**src/pmc_pkg.sv**
```systemverilog
// Purpose: constants and types for the power mode controller
// Assumes: single 25 MHz clock, no software-visible registers
// Notes: mode and state codes shared by design and verification
//
// What this block does
// - active mode powers cpu, radio, always-on domain and coprocessor
// - modem-sleep runs cpu with configurable clock, radio off, rest on
// - light-sleep pauses cpu, radio off, always-on and coprocessor run
// - light-sleep wakes on enabled mac, host, timer or external interrupt
// - deep-sleep powers only always-on domain; coprocessor optional
// - connection data retained in always-on memory through deep-sleep
// - hibernation stops fast oscillator, coprocessor and recovery memory
// - hibernation wakes only on slow timer or always-on gpio
// - association pattern alternates active and modem-sleep on interval
// - sensor pattern keeps cpu in deep-sleep, coprocessor may wake system
// - wireless enabled alternates active and modem-sleep
// - modem-sleep cpu clock follows load: max, normal or slow
// - deep-sleep with coprocessor keeps gpio alive
// - sensor pattern runs converter at one percent duty
// - power-up pin low forces power-off in any mode
// - always-on fast memory reachable by cpu during wake boot
// - always-on slow memory powered for coprocessor during deep-sleep
// - chip enable active high; device runs only while asserted
package pmc_pkg;
    typedef enum logic [2:0] {
        PMC_ACTIVE = 3'h0,
        PMC_MODEM = 3'h1,
        PMC_LIGHT = 3'h2,
        PMC_DEEP = 3'h3,
        PMC_HIBER = 3'h4,
        PMC_OFF = 3'h5,
        PMC_BOOT = 3'h6
    } pmc_state_t;

    typedef enum logic [1:0] {
        PMC_SPD_MAX = 2'h0,
        PMC_SPD_NORMAL = 2'h1,
        PMC_SPD_SLOW = 2'h2
    } pmc_speed_t;

    // wake source bit positions
    localparam int PMC_WK_MAC = 0;
    localparam int PMC_WK_HOST = 1;
    localparam int PMC_WK_TIMER = 2;
    localparam int PMC_WK_EXT = 3;
    localparam int PMC_WK_N = 4;

    // cpu load thresholds for speed selection
    localparam logic [7:0] PMC_LOAD_HI = 8'hC0;
    localparam logic [7:0] PMC_LOAD_LO = 8'h20;

    // converter duty: 1 of 100 periods
    localparam logic [6:0] PMC_DUTY_ON = 7'h01;
    localparam logic [6:0] PMC_DUTY_PERIOD = 7'h64;

    // boot count at which the 9-cycle boot path ends
    localparam logic [3:0] PMC_BOOT_CYC = 4'h8;
endpackage

```
**src/pmc_ctrl.sv**
```systemverilog
// Purpose: power mode sequencer gating domains per mode
// Assumes: inputs synchronous to clock; slow timer expiry comes in as a pulse
// Notes: domain enables are registered; all outputs from flip-flops
`timescale 1ns/100ps
module pmc_ctrl (
    // clock and reset
    input wire logic clock,
    input wire logic nrst,
    // supply pins
    input wire logic power_up_pin,
    input wire logic chip_en,
    // software requests
    input wire logic sleep_req,
    input wire pmc_pkg::pmc_state_t sleep_target,
    input wire logic copro_keep,
    input wire logic [pmc_pkg::PMC_WK_N-1:0] wake_en,
    input wire logic wireless_en,
    input wire logic assoc_en,
    input wire logic sensor_en,
    input wire logic [7:0] cpu_load,
    input wire logic periph_fast,
    // wake sources
    input wire logic [pmc_pkg::PMC_WK_N-1:0] wake_evt,
    input wire logic slow_timer_exp,
    input wire logic [7:0] aon_gpio_wake,
    input wire logic copro_wake,
    input wire logic modem_idle,
    input wire logic modem_due,
    // domain controls
    output logic cpu_pwr,
    output logic cpu_run,
    output logic cpu_boot,
    output logic radio_pwr,
    output logic aon_pwr,
    output logic aon_fast_mem_cpu,
    output logic aon_slow_mem_pwr,
    output logic aon_recovery_pwr,
    output logic copro_pwr,
    output logic fast_osc_en,
    output logic slow_timer_en,
    output logic aon_gpio_en,
    output logic adc_run,
    output pmc_pkg::pmc_speed_t cpu_speed,
    output pmc_pkg::pmc_state_t mode
);
    pmc_pkg::pmc_state_t state_r, state_nxt;
    logic copro_keep_r, copro_keep_nxt;
    logic [3:0] boot_cnt_r, boot_cnt_nxt;
    logic [6:0] duty_cnt_r;
    pmc_pkg::pmc_speed_t speed_nxt;

    wire power_ok = power_up_pin & chip_en;
    // enabled wake events, one gate per source
    wire [pmc_pkg::PMC_WK_N-1:0] wake_hit;
    for (genvar i = 0; i < pmc_pkg::PMC_WK_N; i++) begin : g_wake
        assign wake_hit[i] = wake_evt[i] & wake_en[i];
    end
    wire light_wake = |wake_hit;
    wire hiber_wake = slow_timer_exp | (|aon_gpio_wake);
    wire deep_wake = hiber_wake | (copro_keep_r & copro_wake);
    wire sleep_ok = sleep_req & (sleep_target == pmc_pkg::PMC_LIGHT
        || sleep_target == pmc_pkg::PMC_DEEP || sleep_target == pmc_pkg::PMC_HIBER
        || sleep_target == pmc_pkg::PMC_MODEM);
    wire boot_done = (boot_cnt_r == pmc_pkg::PMC_BOOT_CYC);

    always_comb begin
        state_nxt = state_r;
        copro_keep_nxt = copro_keep_r;
        boot_cnt_nxt = 4'h0;
        case (state_r)
            pmc_pkg::PMC_OFF: begin
                state_nxt = pmc_pkg::PMC_BOOT;
            end
            pmc_pkg::PMC_BOOT: begin
                boot_cnt_nxt = boot_cnt_r + 4'h1;
                if (boot_done) begin
                    state_nxt = pmc_pkg::PMC_ACTIVE;
                end
            end
            pmc_pkg::PMC_ACTIVE: begin
                if (sleep_ok) begin
                    state_nxt = sleep_target;
                    copro_keep_nxt = copro_keep;
                end else if ((wireless_en | assoc_en) & modem_idle) begin
                    state_nxt = pmc_pkg::PMC_MODEM;
                end
            end
            pmc_pkg::PMC_MODEM: begin
                if (modem_due) begin
                    state_nxt = pmc_pkg::PMC_ACTIVE;
                end else if (sleep_ok && sleep_target != pmc_pkg::PMC_MODEM) begin
                    state_nxt = sleep_target;
                    copro_keep_nxt = copro_keep;
                end
            end
            pmc_pkg::PMC_LIGHT: begin
                if (light_wake) begin
                    state_nxt = pmc_pkg::PMC_ACTIVE;
                end
            end
            pmc_pkg::PMC_DEEP: begin
                if (deep_wake) begin
                    state_nxt = pmc_pkg::PMC_BOOT;
                end
            end
            pmc_pkg::PMC_HIBER: begin
                if (hiber_wake) begin
                    state_nxt = pmc_pkg::PMC_BOOT;
                end
            end
            default: begin
                state_nxt = pmc_pkg::PMC_OFF;
            end
        endcase
    end

    always_comb begin
        if (cpu_load >= pmc_pkg::PMC_LOAD_HI) begin
            speed_nxt = pmc_pkg::PMC_SPD_MAX;
        end else if (cpu_load > pmc_pkg::PMC_LOAD_LO || periph_fast) begin
            speed_nxt = pmc_pkg::PMC_SPD_NORMAL;
        end else begin
            speed_nxt = pmc_pkg::PMC_SPD_SLOW;
        end
    end

    // state decode
    wire in_active = (state_r == pmc_pkg::PMC_ACTIVE);
    wire in_modem = (state_r == pmc_pkg::PMC_MODEM);
    wire in_light = (state_r == pmc_pkg::PMC_LIGHT);
    wire in_deep = (state_r == pmc_pkg::PMC_DEEP);
    wire in_boot = (state_r == pmc_pkg::PMC_BOOT);
    wire in_off = (state_r == pmc_pkg::PMC_OFF);
    wire awake = in_active | in_modem | in_boot;
    wire duty_wrap = (duty_cnt_r == pmc_pkg::PMC_DUTY_PERIOD - 7'h1);
    wire [6:0] duty_cnt_nxt = duty_wrap ? 7'h00 : duty_cnt_r + 7'h01;
    wire adc_on = in_deep & copro_keep_r & sensor_en & (duty_cnt_r < pmc_pkg::PMC_DUTY_ON);

    // next values of the domain enables
    wire cpu_pwr_nxt = awake | in_light;
    wire cpu_run_nxt = in_active | in_modem;
    wire fast_mem_nxt = in_boot | in_active | in_modem;
    wire radio_pwr_nxt = in_active;
    wire aon_pwr_nxt = awake | in_light | in_deep;
    wire copro_pwr_nxt = awake | in_light | (in_deep & copro_keep_r);
    wire fast_osc_nxt = awake | in_light | in_deep;
    // slow timer and gpio are the last things alive before power-off
    wire aon_wake_nxt = !in_off;

    // state held through power loss only as off; a new boot follows release
    always_ff @(posedge clock or negedge nrst) begin
        if (!nrst) begin
            state_r <= pmc_pkg::PMC_OFF;
        end else if (!power_ok) begin
            state_r <= pmc_pkg::PMC_OFF;
        end else begin
            state_r <= state_nxt;
        end
    end

    // coprocessor choice per sleep
    // dropped on power loss so a cold start never keeps it
    always_ff @(posedge clock or negedge nrst) begin
        if (!nrst) begin
            copro_keep_r <= 1'h0;
        end else if (!power_ok) begin
            copro_keep_r <= 1'h0;
        end else begin
            copro_keep_r <= copro_keep_nxt;
        end
    end

    always_ff @(posedge clock or negedge nrst) begin
        if (!nrst) begin
            boot_cnt_r <= 4'h0;
        end else if (!power_ok) begin
            boot_cnt_r <= 4'h0;
        end else begin
            boot_cnt_r <= boot_cnt_nxt;
        end
    end

    // duty counter
    // free-running: first strobe may come up to one period after entry
    always_ff @(posedge clock or negedge nrst) begin
        if (!nrst) begin
            duty_cnt_r <= 7'h00;
        end else if (!power_ok) begin
            duty_cnt_r <= 7'h00;
        end else begin
            duty_cnt_r <= duty_cnt_nxt;
        end
    end

    // mode mirrors the state one edge late
    always_ff @(posedge clock or negedge nrst) begin
        if (!nrst) begin
            mode <= pmc_pkg::PMC_OFF;
        end else begin
            mode <= state_r;
        end
    end

    always_ff @(posedge clock or negedge nrst) begin
        if (!nrst) begin
            cpu_pwr <= 1'h0;
        end else begin
            cpu_pwr <= cpu_pwr_nxt;
        end
    end

    always_ff @(posedge clock or negedge nrst) begin
        if (!nrst) begin
            cpu_run <= 1'h0;
        end else begin
            cpu_run <= cpu_run_nxt;
        end
    end

    always_ff @(posedge clock or negedge nrst) begin
        if (!nrst) begin
            cpu_boot <= 1'h0;
        end else begin
            cpu_boot <= in_boot;
        end
    end

    always_ff @(posedge clock or negedge nrst) begin
        if (!nrst) begin
            aon_fast_mem_cpu <= 1'h0;
        end else begin
            aon_fast_mem_cpu <= fast_mem_nxt;
        end
    end

    always_ff @(posedge clock or negedge nrst) begin
        if (!nrst) begin
            radio_pwr <= 1'h0;
        end else begin
            radio_pwr <= radio_pwr_nxt;
        end
    end

    always_ff @(posedge clock or negedge nrst) begin
        if (!nrst) begin
            aon_pwr <= 1'h0;
        end else begin
            aon_pwr <= aon_pwr_nxt;
        end
    end

    always_ff @(posedge clock or negedge nrst) begin
        if (!nrst) begin
            aon_slow_mem_pwr <= 1'h0;
        end else begin
            aon_slow_mem_pwr <= aon_pwr_nxt;
        end
    end

    always_ff @(posedge clock or negedge nrst) begin
        if (!nrst) begin
            aon_recovery_pwr <= 1'h0;
        end else begin
            aon_recovery_pwr <= aon_pwr_nxt;
        end
    end

    always_ff @(posedge clock or negedge nrst) begin
        if (!nrst) begin
            copro_pwr <= 1'h0;
        end else begin
            copro_pwr <= copro_pwr_nxt;
        end
    end

    always_ff @(posedge clock or negedge nrst) begin
        if (!nrst) begin
            fast_osc_en <= 1'h0;
        end else begin
            fast_osc_en <= fast_osc_nxt;
        end
    end

    always_ff @(posedge clock or negedge nrst) begin
        if (!nrst) begin
            slow_timer_en <= 1'h0;
        end else begin
            slow_timer_en <= aon_wake_nxt;
        end
    end

    always_ff @(posedge clock or negedge nrst) begin
        if (!nrst) begin
            aon_gpio_en <= 1'h0;
        end else begin
            aon_gpio_en <= aon_wake_nxt;
        end
    end

    always_ff @(posedge clock or negedge nrst) begin
        if (!nrst) begin
            adc_run <= 1'h0;
        end else begin
            adc_run <= adc_on;
        end
    end

    // speed follows load only in modem-sleep
    always_ff @(posedge clock or negedge nrst) begin
        if (!nrst) begin
            cpu_speed <= pmc_pkg::PMC_SPD_MAX;
        end else if (in_modem) begin
            cpu_speed <= speed_nxt;
        end else begin
            cpu_speed <= pmc_pkg::PMC_SPD_MAX;
        end
    end
endmodule

```
**config.mk**
```make
export PLATFORM = sky130hd
export DESIGN_NAME = pmc_ctrl
export DESIGN_NICKNAME = d
export VERILOG_FILES = /design/src/pmc_pkg.sv /design/src/pmc_ctrl.sv
export SDC_FILE = /design/constraint.sdc
export NUM_CORES = 1
export LEC_CHECK = 0
export BUFFER_PORTS_ARGS = -buffer_cell sky130_fd_sc_hd__buf_2
export CORE_MARGIN = 2
export CORE_UTILIZATION = 45
export CTS_BUF_LIST = sky130_fd_sc_hd__clkbuf_4
export CTS_CLUSTER_SIZE = 28
export DETAILED_ROUTE_END_ITERATION = 8
export GPL_TIMING_DRIVEN = 1
export PLACE_DENSITY = 0.81
export SETUP_SLACK_MARGIN = 0.15
export SYNTH_ARGS = -nofsm -noshare
export SYNTH_HDL_FRONTEND = slang
export SYNTH_SLANG_ARGS = --single-unit
```
**constraint.sdc**
```tcl
create_clock -name clock -period 1.9 [get_ports clock]
set_input_delay 0.38 -clock clock [delete_from_list [all_inputs] [get_ports clock]]
set_output_delay 0.38 -clock clock [all_outputs]
set_load 0.05 [all_outputs]
```
---- Word level (Yosys, flattened, before mapping) ----
Cells that the tools add are included.
storage, ports and cells
  register bits ........................... 29
operators by class
  $add $sub $neg .......................... 2
  magnitude comparators ................... 3
  equal/unequal tests ..................... 23
  muxes and demuxes ....................... 22
  bitwise operators ....................... 21
  reduce and logical (&&, ||, !) cells .... 11
operators by type and width
  kind                   count
  $mux W3                9
  $pmux W3 S7            1
  $ne A3 B3 Y1 const B   6
  $mux W7                2
  $eq A3 B2 Y1 const B   4
  $eq A3 B3 Y1 const B   4
  $and A1 B1 Y1          11
  $or A1 B1 Y1           10
  $ge A8 B8 Y1 const B   1
  $gt A8 B6 Y1 const B   1
  $mux W4                2
  $ne A4 B3 Y1 const B   2
  $reduce_or A8 Y1       1
  $add A7 B1 Y7 const B  1
  $eq A7 B7 Y1 const B   1
  $lt A7 B1 Y1 const B   1
  $eq A3 B1 Y1 const B   2
  $mux W2                3
  $ne A3 B1 Y1 const B   2
  $reduce_and A6 Y1      1
  $add A4 B1 Y4 const B  1
  $eq A4 B4 Y1 const B   1
  $logic_or A1 B1 Y1     4
  $mux W1                4
  other kinds (7)        7

---- Longest topological paths before layout ----
Gate-level depths: netlist of run 1.
  word-level depth ........................ 10
  gate-level depth with buffers ........... 6
  mapped depth without buffers ............ 6

---- Least setup slack after synthesis of run 1 ----
Ideal clock, no wire load.
  path kind ............................... flip-flop to flip-flop
  start point ............................. register state_r[0]
  end point ............................... register state_r[1]
  data arrival time ....................... 1660 ps
  required time ........................... 1797 ps
  slack ................................... 136 ps
  stages on the path, launching flop included .. 7
  clock period less this slack ............ 1764 ps
  cell sequence ........................... dfstp_2 > buf_6 > inv_1 > a22oi_4 > o22ai_2 > or3_1 > o41ai_2
between the ends
  longest elaborated chain between the ends .. 3
  elaborated cells between the ends (all ways) .. 16
ends and longest elaborated chain
  element                                                        RTL line         RTL
  start, declared                                                pmc_ctrl.sv:46   pmc_pkg::pmc_state_t state_r, state_nxt;
  start signal, assigned                                         pmc_ctrl.sv:153  state_r <= pmc_pkg::PMC_OFF;
  start signal, assigned                                         pmc_ctrl.sv:155  state_r <= pmc_pkg::PMC_OFF;
  start signal, assigned                                         pmc_ctrl.sv:157  state_r <= state_nxt;
  $eq A3 B1 Y1, or another cell as far along                     pmc_ctrl.sv:70   case (state_r)
  $ne A4 B3 Y1 (no line), or another cell as far along           --
  $reduce_and A6 Y1 (no line) / $mux W3 (equally long branches)  --
Parallel ways exist; a longest one is shown, timed or not.
A chain may end at the register's enable or synchronous reset.

---- Final worst setup path of run 1 ----
  start point ............................. register state_r[2]
  end point ............................... register state_r[1]
The elaborated chain is that of the path after synthesis.

==> qor.yml, run 1 <==
status: "finished clean"
cp_slowest_stage_delay_ns: 0.40
synth_ff_type: "dfrtp_1"
synth_nets: 186
tightest_slew_ns: 0.6069
start_kind: "register"
wirelength_um: 3171
grt_pass1_vias: 1189
clk_latency_ns: 0.33
ys_types: 44
ios: 59
dieArea_um2: 3734
cap_violations: 0
period_needed_ns: 1.791
vias: 1312
netlist_area_um2: 1468
r2r_cells: 6
gp_congestion: 0.8286
firstDrtPassIters: 4
initial_core_util: 0.4768
crit_buf_inv: 1
path_delay_family: "simple AND/OR/NAND/NOR gates"
fin_ws_ns: 0.1091
end_kind: "register"
power_density_nw_per_um2: 690.4
max_freq_mhz: 558.4
ir_worst_vdd_uv: 302.2
ys_ff_latch: 29
cts_hold_buf: 0
clockBufferDepth: 2
path_max_fanout: 6
crit_type: "reg2reg"
grt_pass1_wl_um: 5112
required_ns: 2.14
crit_chain: "buf_4, and2b_2, a22oi_4, o22ai_4, or3_4, o41ai_2"
worstPathArrival_ns: 2.03
avgRoutedWirePerCell_um: 12.39
layout_common_cells: "58 x buf_2, 25 x dfrtp_1, 17 x nor2_1"
coreArea_um2: 3078
clock_sinks: 29
cpMaxStageDelayCell: "or3_4"
dpl.hpwl_um: 2370
synth_cells: 142
async_flop_share: 1.000
final_common_cell: "buf_2"
nets: 255
hold_viol: 0
syn_area_per_cell_um2: 10.34
setup_viol: 0
regToRegStartpoint: "state_r[2]$_DFFE_PN1P_"
htreeDepth: 2
grt_use_total: 0.1932
fin_crit_sh: 0.9426
path_clk_slew_ns: 0.09
power.leakage_nw: 0.9524
fin_skew_ns: 0.01433
yosys_warnings: 0
rsz0062_at_grt: "yes"
finalSetupTns_ns: 0
cts_made_buffers: 5
die_y_um: 61.11
num_antenna_cells: 0
cts_tree: "built"
num-fill-cells: 259
cts_root_buf: "clkbuf_4"
grt-ovfl-total: 0
drtIter0Drc: 63
antenna_found_initial: 0
min_path_type: "in2async"
slew_violations: 0
reg2reg_setup_slack_ns: 0.11
drc: 0
drive_gt1_frac: 0.4387
synth_edf_count: 0
numPortBuffers: 58
dieWidth_um: 61.11
grt_max_degree: 30
dp_slack_ns: 0.02703
vias_per_cell: 5.125
drt.antenna.violating_nets: 0
ys_seq_area_frac: 0.4979
area_growth_pct: 29.75
num_rows: 20
relSlewSlack: 0.5954
reg2reg_to: "state_r[1]$_DFFE_PN0P_"
[where the power goes]
group / internal (mW) / switching (mW)
registers: 0.645 / 0.0112
logic: 0.0974 / 0.188
clock network: 0.170 / 0.203
[through the flow]
stage / hold WS [ns] / utilization / area (um2) / power (mW) / instances
6_report: 0.04610 / 0.6187 / 1904 / 1.315 / 256
3_3_place_gp: 0.3946 / 0.5833 / 1795 / 0.9374 / 243
3_5_place_dp: 0.4003 / 0.5833 / 1795 / 0.9401 / 243
4_1_cts: 0.06628 / 0.6163 / 1897 / 1.318 / 255
5_1_grt: 0.08919 / 0.6187 / 1904 / 1.376 / 256
2_1_floorplan: 0.08441 / - / 1468 / 0.8522 / 142
[area by class of cell]
cell class	instances	area [um2]	share of cell area
Clock buffer	7	52.55	0.02760
Clock inverter	1	3.754	0.001971
Inverter	6	22.52	0.01183
Multi-Input combinational cell	100	666.9	0.3502
Sequential cell	29	730.7	0.3837
Tap cell	44	55.05	0.02891
Timing Repair Buffer	69	372.9	0.1958
[per-layer routing]
layer  wire length (um)  vias up  track usage
met1               1321      604       0.2373
met2               1534       57       0.3040
met4                 87        0       0.1149
met3                227       10      0.05252
met5                  0        -            0
li1                   -      641            -
[cell families after synthesis]
kind of cell / after synthesis / share of synthesized area
multiplexers: 1 / 0.006820
adder cells (fa/ha/maj): 3 / 0.02558
AND/OR/NAND/NOR: 58 / 0.2080
buffers and inverters: 13 / 0.05797
XOR/XNOR: 8 / 0.04774
flip-flops: 29 / 0.4979
AO/OA/AOI/OAI: 30 / 0.1560
[how the worst max path moves through the flow]
stage	startpoint	cells after the start	end
6_report	state_r[2]$_DFFE_PN1P_	6	state_r[1]$_DFFE_PN0P_
5_1_grt	state_r[2]$_DFFE_PN1P_	5	state_r[1]$_DFFE_PN0P_
4_1_cts	state_r[2]$_DFFE_PN1P_	5	state_r[1]$_DFFE_PN0P_
3_5_place_dp	state_r[2]$_DFFE_PN1P_	5	state_r[1]$_DFFE_PN0P_
3_3_place_gp	state_r[2]$_DFFE_PN1P_	5	state_r[1]$_DFFE_PN0P_
2_1_floorplan	state_r[0]$_DFFE_PN1P_	6	state_r[1]$_DFFE_PN0P_
[worst register-to-register path, stage by stage (launching register included)]
cell,delay [ns]
dfstp_2,0.38
buf_4,0.14
and2b_2,0.22
a22oi_4,0.20
o22ai_4,0.10
or3_4,0.40
o41ai_2,0.26
[Yosys cell counts (2+ instances only)]
master / number / area [um2]
nor3_1: 5 / 25.02
nand2_1: 12 / 45.04
a31oi_1: 2 / 12.51
xor2_1: 4 / 35.03
nand3_1: 8 / 40.04
nor2_1: 17 / 63.81
and2b_1: 2 / 15.01
nor4_1: 3 / 18.77
buf_4: 5 / 37.54
a21oi_1: 3 / 15.01
xnor2_1: 4 / 35.03
a22oi_1: 2 / 15.01
dfstp_2: 4 / 105.1
o211ai_1: 2 / 15.01
ha_1: 3 / 37.54
o21ai_0: 9 / 45.04
dfrtp_1: 25 / 625.6
inv_1: 6 / 22.52
[flip-flops by register name, summed over array words and instances (netlist names), 2 cells and up]
signal,count
boot_cnt_r,4
cpu_speed,2
duty_cnt_r,7
mode,3
state_r,3
[timing repair]
action	CTS	global route
setup endpoints to repair	2	2
buffers inserted	4	1
pin swaps	2	1
resized for setup	4	0
No activity file was read; power rests on OpenSTA's default activity.
==> run 2: changes to the inputs <==
CORE_UTILIZATION = 35   (was 45)
GPL_TIMING_DRIVEN = 0   (was 1)
PLACE_DENSITY = 0.66   (was 0.81)
SETUP_SLACK_MARGIN = unset   (was 0.15)
==> run 2 against run 1 <==
Against the previous run: maximum frequency is 2.3% lower; utilization is 15 points lower; combinational power is 2% higher; wire length is 2.0% higher; highest routed layer unchanged; sequential share of layout area is 0.051 points higher; register-to-register slack worse by 0.04 ns; critical path depth stayed put; design area is 0.13% lower; clock power hardly changed; die area is 27% higher; critical endpoint unchanged.
==> qor.yml, run 2 (same netlist as run 1, synthesis figures left out) <==
fin_crit_sh: 0.9649  # +0.02230
antenna_found_initial: 0  # unchanged
crit_type: "reg2reg"
worstPathArrival_ns: 2.05  # +0.02 ns
cts_root_buf: "clkbuf_4"
top_register: "duty_cnt_r"
num_rows: 23  # +15%
grt-ovfl-total: 0  # unchanged
wirelength_um: 3234  # +2.0%
drc: 0  # unchanged
rsz0062_at_grt: "no"
stdcell_count: 260  # +1.6%
top_regs: "duty_cnt_r (7), boot_cnt_r (4)"
design_power_total_mw: 1.322  # +0.58%
finalSetupTns_ns: 0  # unchanged
cap_violations: 0  # unchanged
gp_congestion: 0.7881  # -4.9%
clock_sinks: 29  # unchanged
drt.antenna.violating_nets: 0  # unchanged
vias_per_cell: 4.962  # -3.2%
dpl.hpwl_um: 2474  # +4.4%
hold_ws_ns: 0.06110  # +0.01500 ns
clockBufferDepth: 2  # unchanged
max_freq_mhz: 545.5  # -2.3%
end_kind: "register"
hold_viol: 0  # unchanged
min_path_type: "in2async"
final_common_cell: "buf_2"
dieArea_um2: 4727  # +27%
dp_slack_ns: -0.02491  # -0.05194 ns
grt_pass1_vias: 1143  # -3.9%
drive_gt1_frac: 0.4286  # -0.01011
status: "finished clean"
htreeDepth: 2  # unchanged
firstDrtPassIters: 4  # unchanged
r2r_cells: 6  # unchanged
tightest_slew_ns: 0.6320  # +0.02511 ns
required_ns: 2.12  # -0.02 ns
fin_util: 0.4721  # -0.1466
dieWidth_um: 68.76  # +13%
area_growth_pct: 29.58
initial_core_util: 0.3643  # -0.1125
num_antenna_cells: 0  # unchanged
fin_skew_ns: 0.008118  # -0.006212 ns
slew_violations: 0  # unchanged
coreArea_um2: 4029  # +31%
power.leakage_nw: 0.9428  # -1.0%
clk_latency_ns: 0.32  # about the same
nets: 253  # -0.78%
relSlewSlack: 0.5787  # -0.01674
fin_area_um2: 1902  # -0.13%
grt_use_total: 0.1470  # -0.04625
numPortBuffers: 58  # unchanged
start_kind: "register"
power_density_nw_per_um2: 695.2  # +0.71%
layout_common_cells: "58 x buf_2, 25 x dfrtp_1, 17 x nor2_1"
vias: 1290  # -1.7%
ir_worst_vdd_uv: 238.7  # -21%
period_needed_ns: 1.833  # +0.04237 ns
setup_viol: 0  # unchanged
ios: 59  # unchanged
grt_pass1_wl_um: 4995  # -2.3%
cts_tree: "built"
fin_ws_ns: 0.06678  # -0.04237 ns
die_y_um: 68.76  # +13%
cts_made_buffers: 5  # unchanged
path_clk_slew_ns: 0.09  # about the same
largest_reg_flops: 7  # unchanged
placed_cell_area_um2: 1821  # +1.4%
grt_max_degree: 30  # unchanged
drtIter0Drc: 56  # -11%
avgRoutedWirePerCell_um: 12.44  # +0.42%
path_max_fanout: 9  # +3
place_inst: 250  # +2.9%
run 2: cell types whose count changed in the layout (fill, tap and decap cells not counted), sizes merged:
cell | previous run | this run
clkbuf | 7 | 8
clkinvlp | 0 | 1
inv | 6 | 5
buf | 69 | 66
run 2: area by class of cell:
type | count | area, um2
Fill cell | 395 | 2127
Sequential cell | 29 | 730.7
Multi-Input combinational cell | 100 | 658.1
Timing Repair Buffer | 60 | 305.3
Buffer | 7 | 62.56
Tap cell | 50 | 62.56
Clock buffer | 7 | 52.55
Inverter | 6 | 26.28
Clock inverter | 1 | 3.754
run 2: final timing paths:
check                                        from                       to  slack, ns
hold reg to reg            state_r[0]$_DFFE_PN1P_        mode[0]$_DFF_PN1_       0.38
setup reg to reg           state_r[0]$_DFFE_PN1P_   state_r[1]$_DFFE_PN0P_       0.07
max in group asynchronous                    nrst  duty_cnt_r[0]$_DFF_PN0_       1.42
min in group clock                    cpu_load[7]   cpu_speed[0]$_DFF_PN0_       0.25
setup / recovery           state_r[0]$_DFFE_PN1P_   state_r[1]$_DFFE_PN0P_       0.07
hold / removal                               nrst   cpu_speed[1]$_DFF_PN0_       0.06
run 2: where the power goes:
group          switching [mW]  internal [mW]
Clock                   0.205          0.171
Combinational           0.189          0.100
Sequential             0.0119          0.645
run 2: metal layers:
layer / share of wire / track usage / vias up
met5: 0 / 0 / -
li1: - / - / 639
met3: 0.073 / 0.04708 / 3
met2: 0.49 / 0.2320 / 53
met4: 0.0093 / 0.07843 / 0
met1: 0.43 / 0.1780 / 595
run 2: worst max-delay path: stages, from the launching register on:
cell,delay [ns]
dfstp_2,0.55
buf_6,0.13
clkinvlp_4,0.12
a22oi_4,0.17
o22ai_2,0.13
or3_1,0.41
o41ai_2,0.22
run 2: what timing repair did:
item                       4_1_cts  5_1_grt
resized for setup                1        1
setup buffers                    2        0
pin swaps                        1        0
hold buffers                     0        0
setup endpoints to repair        2        2
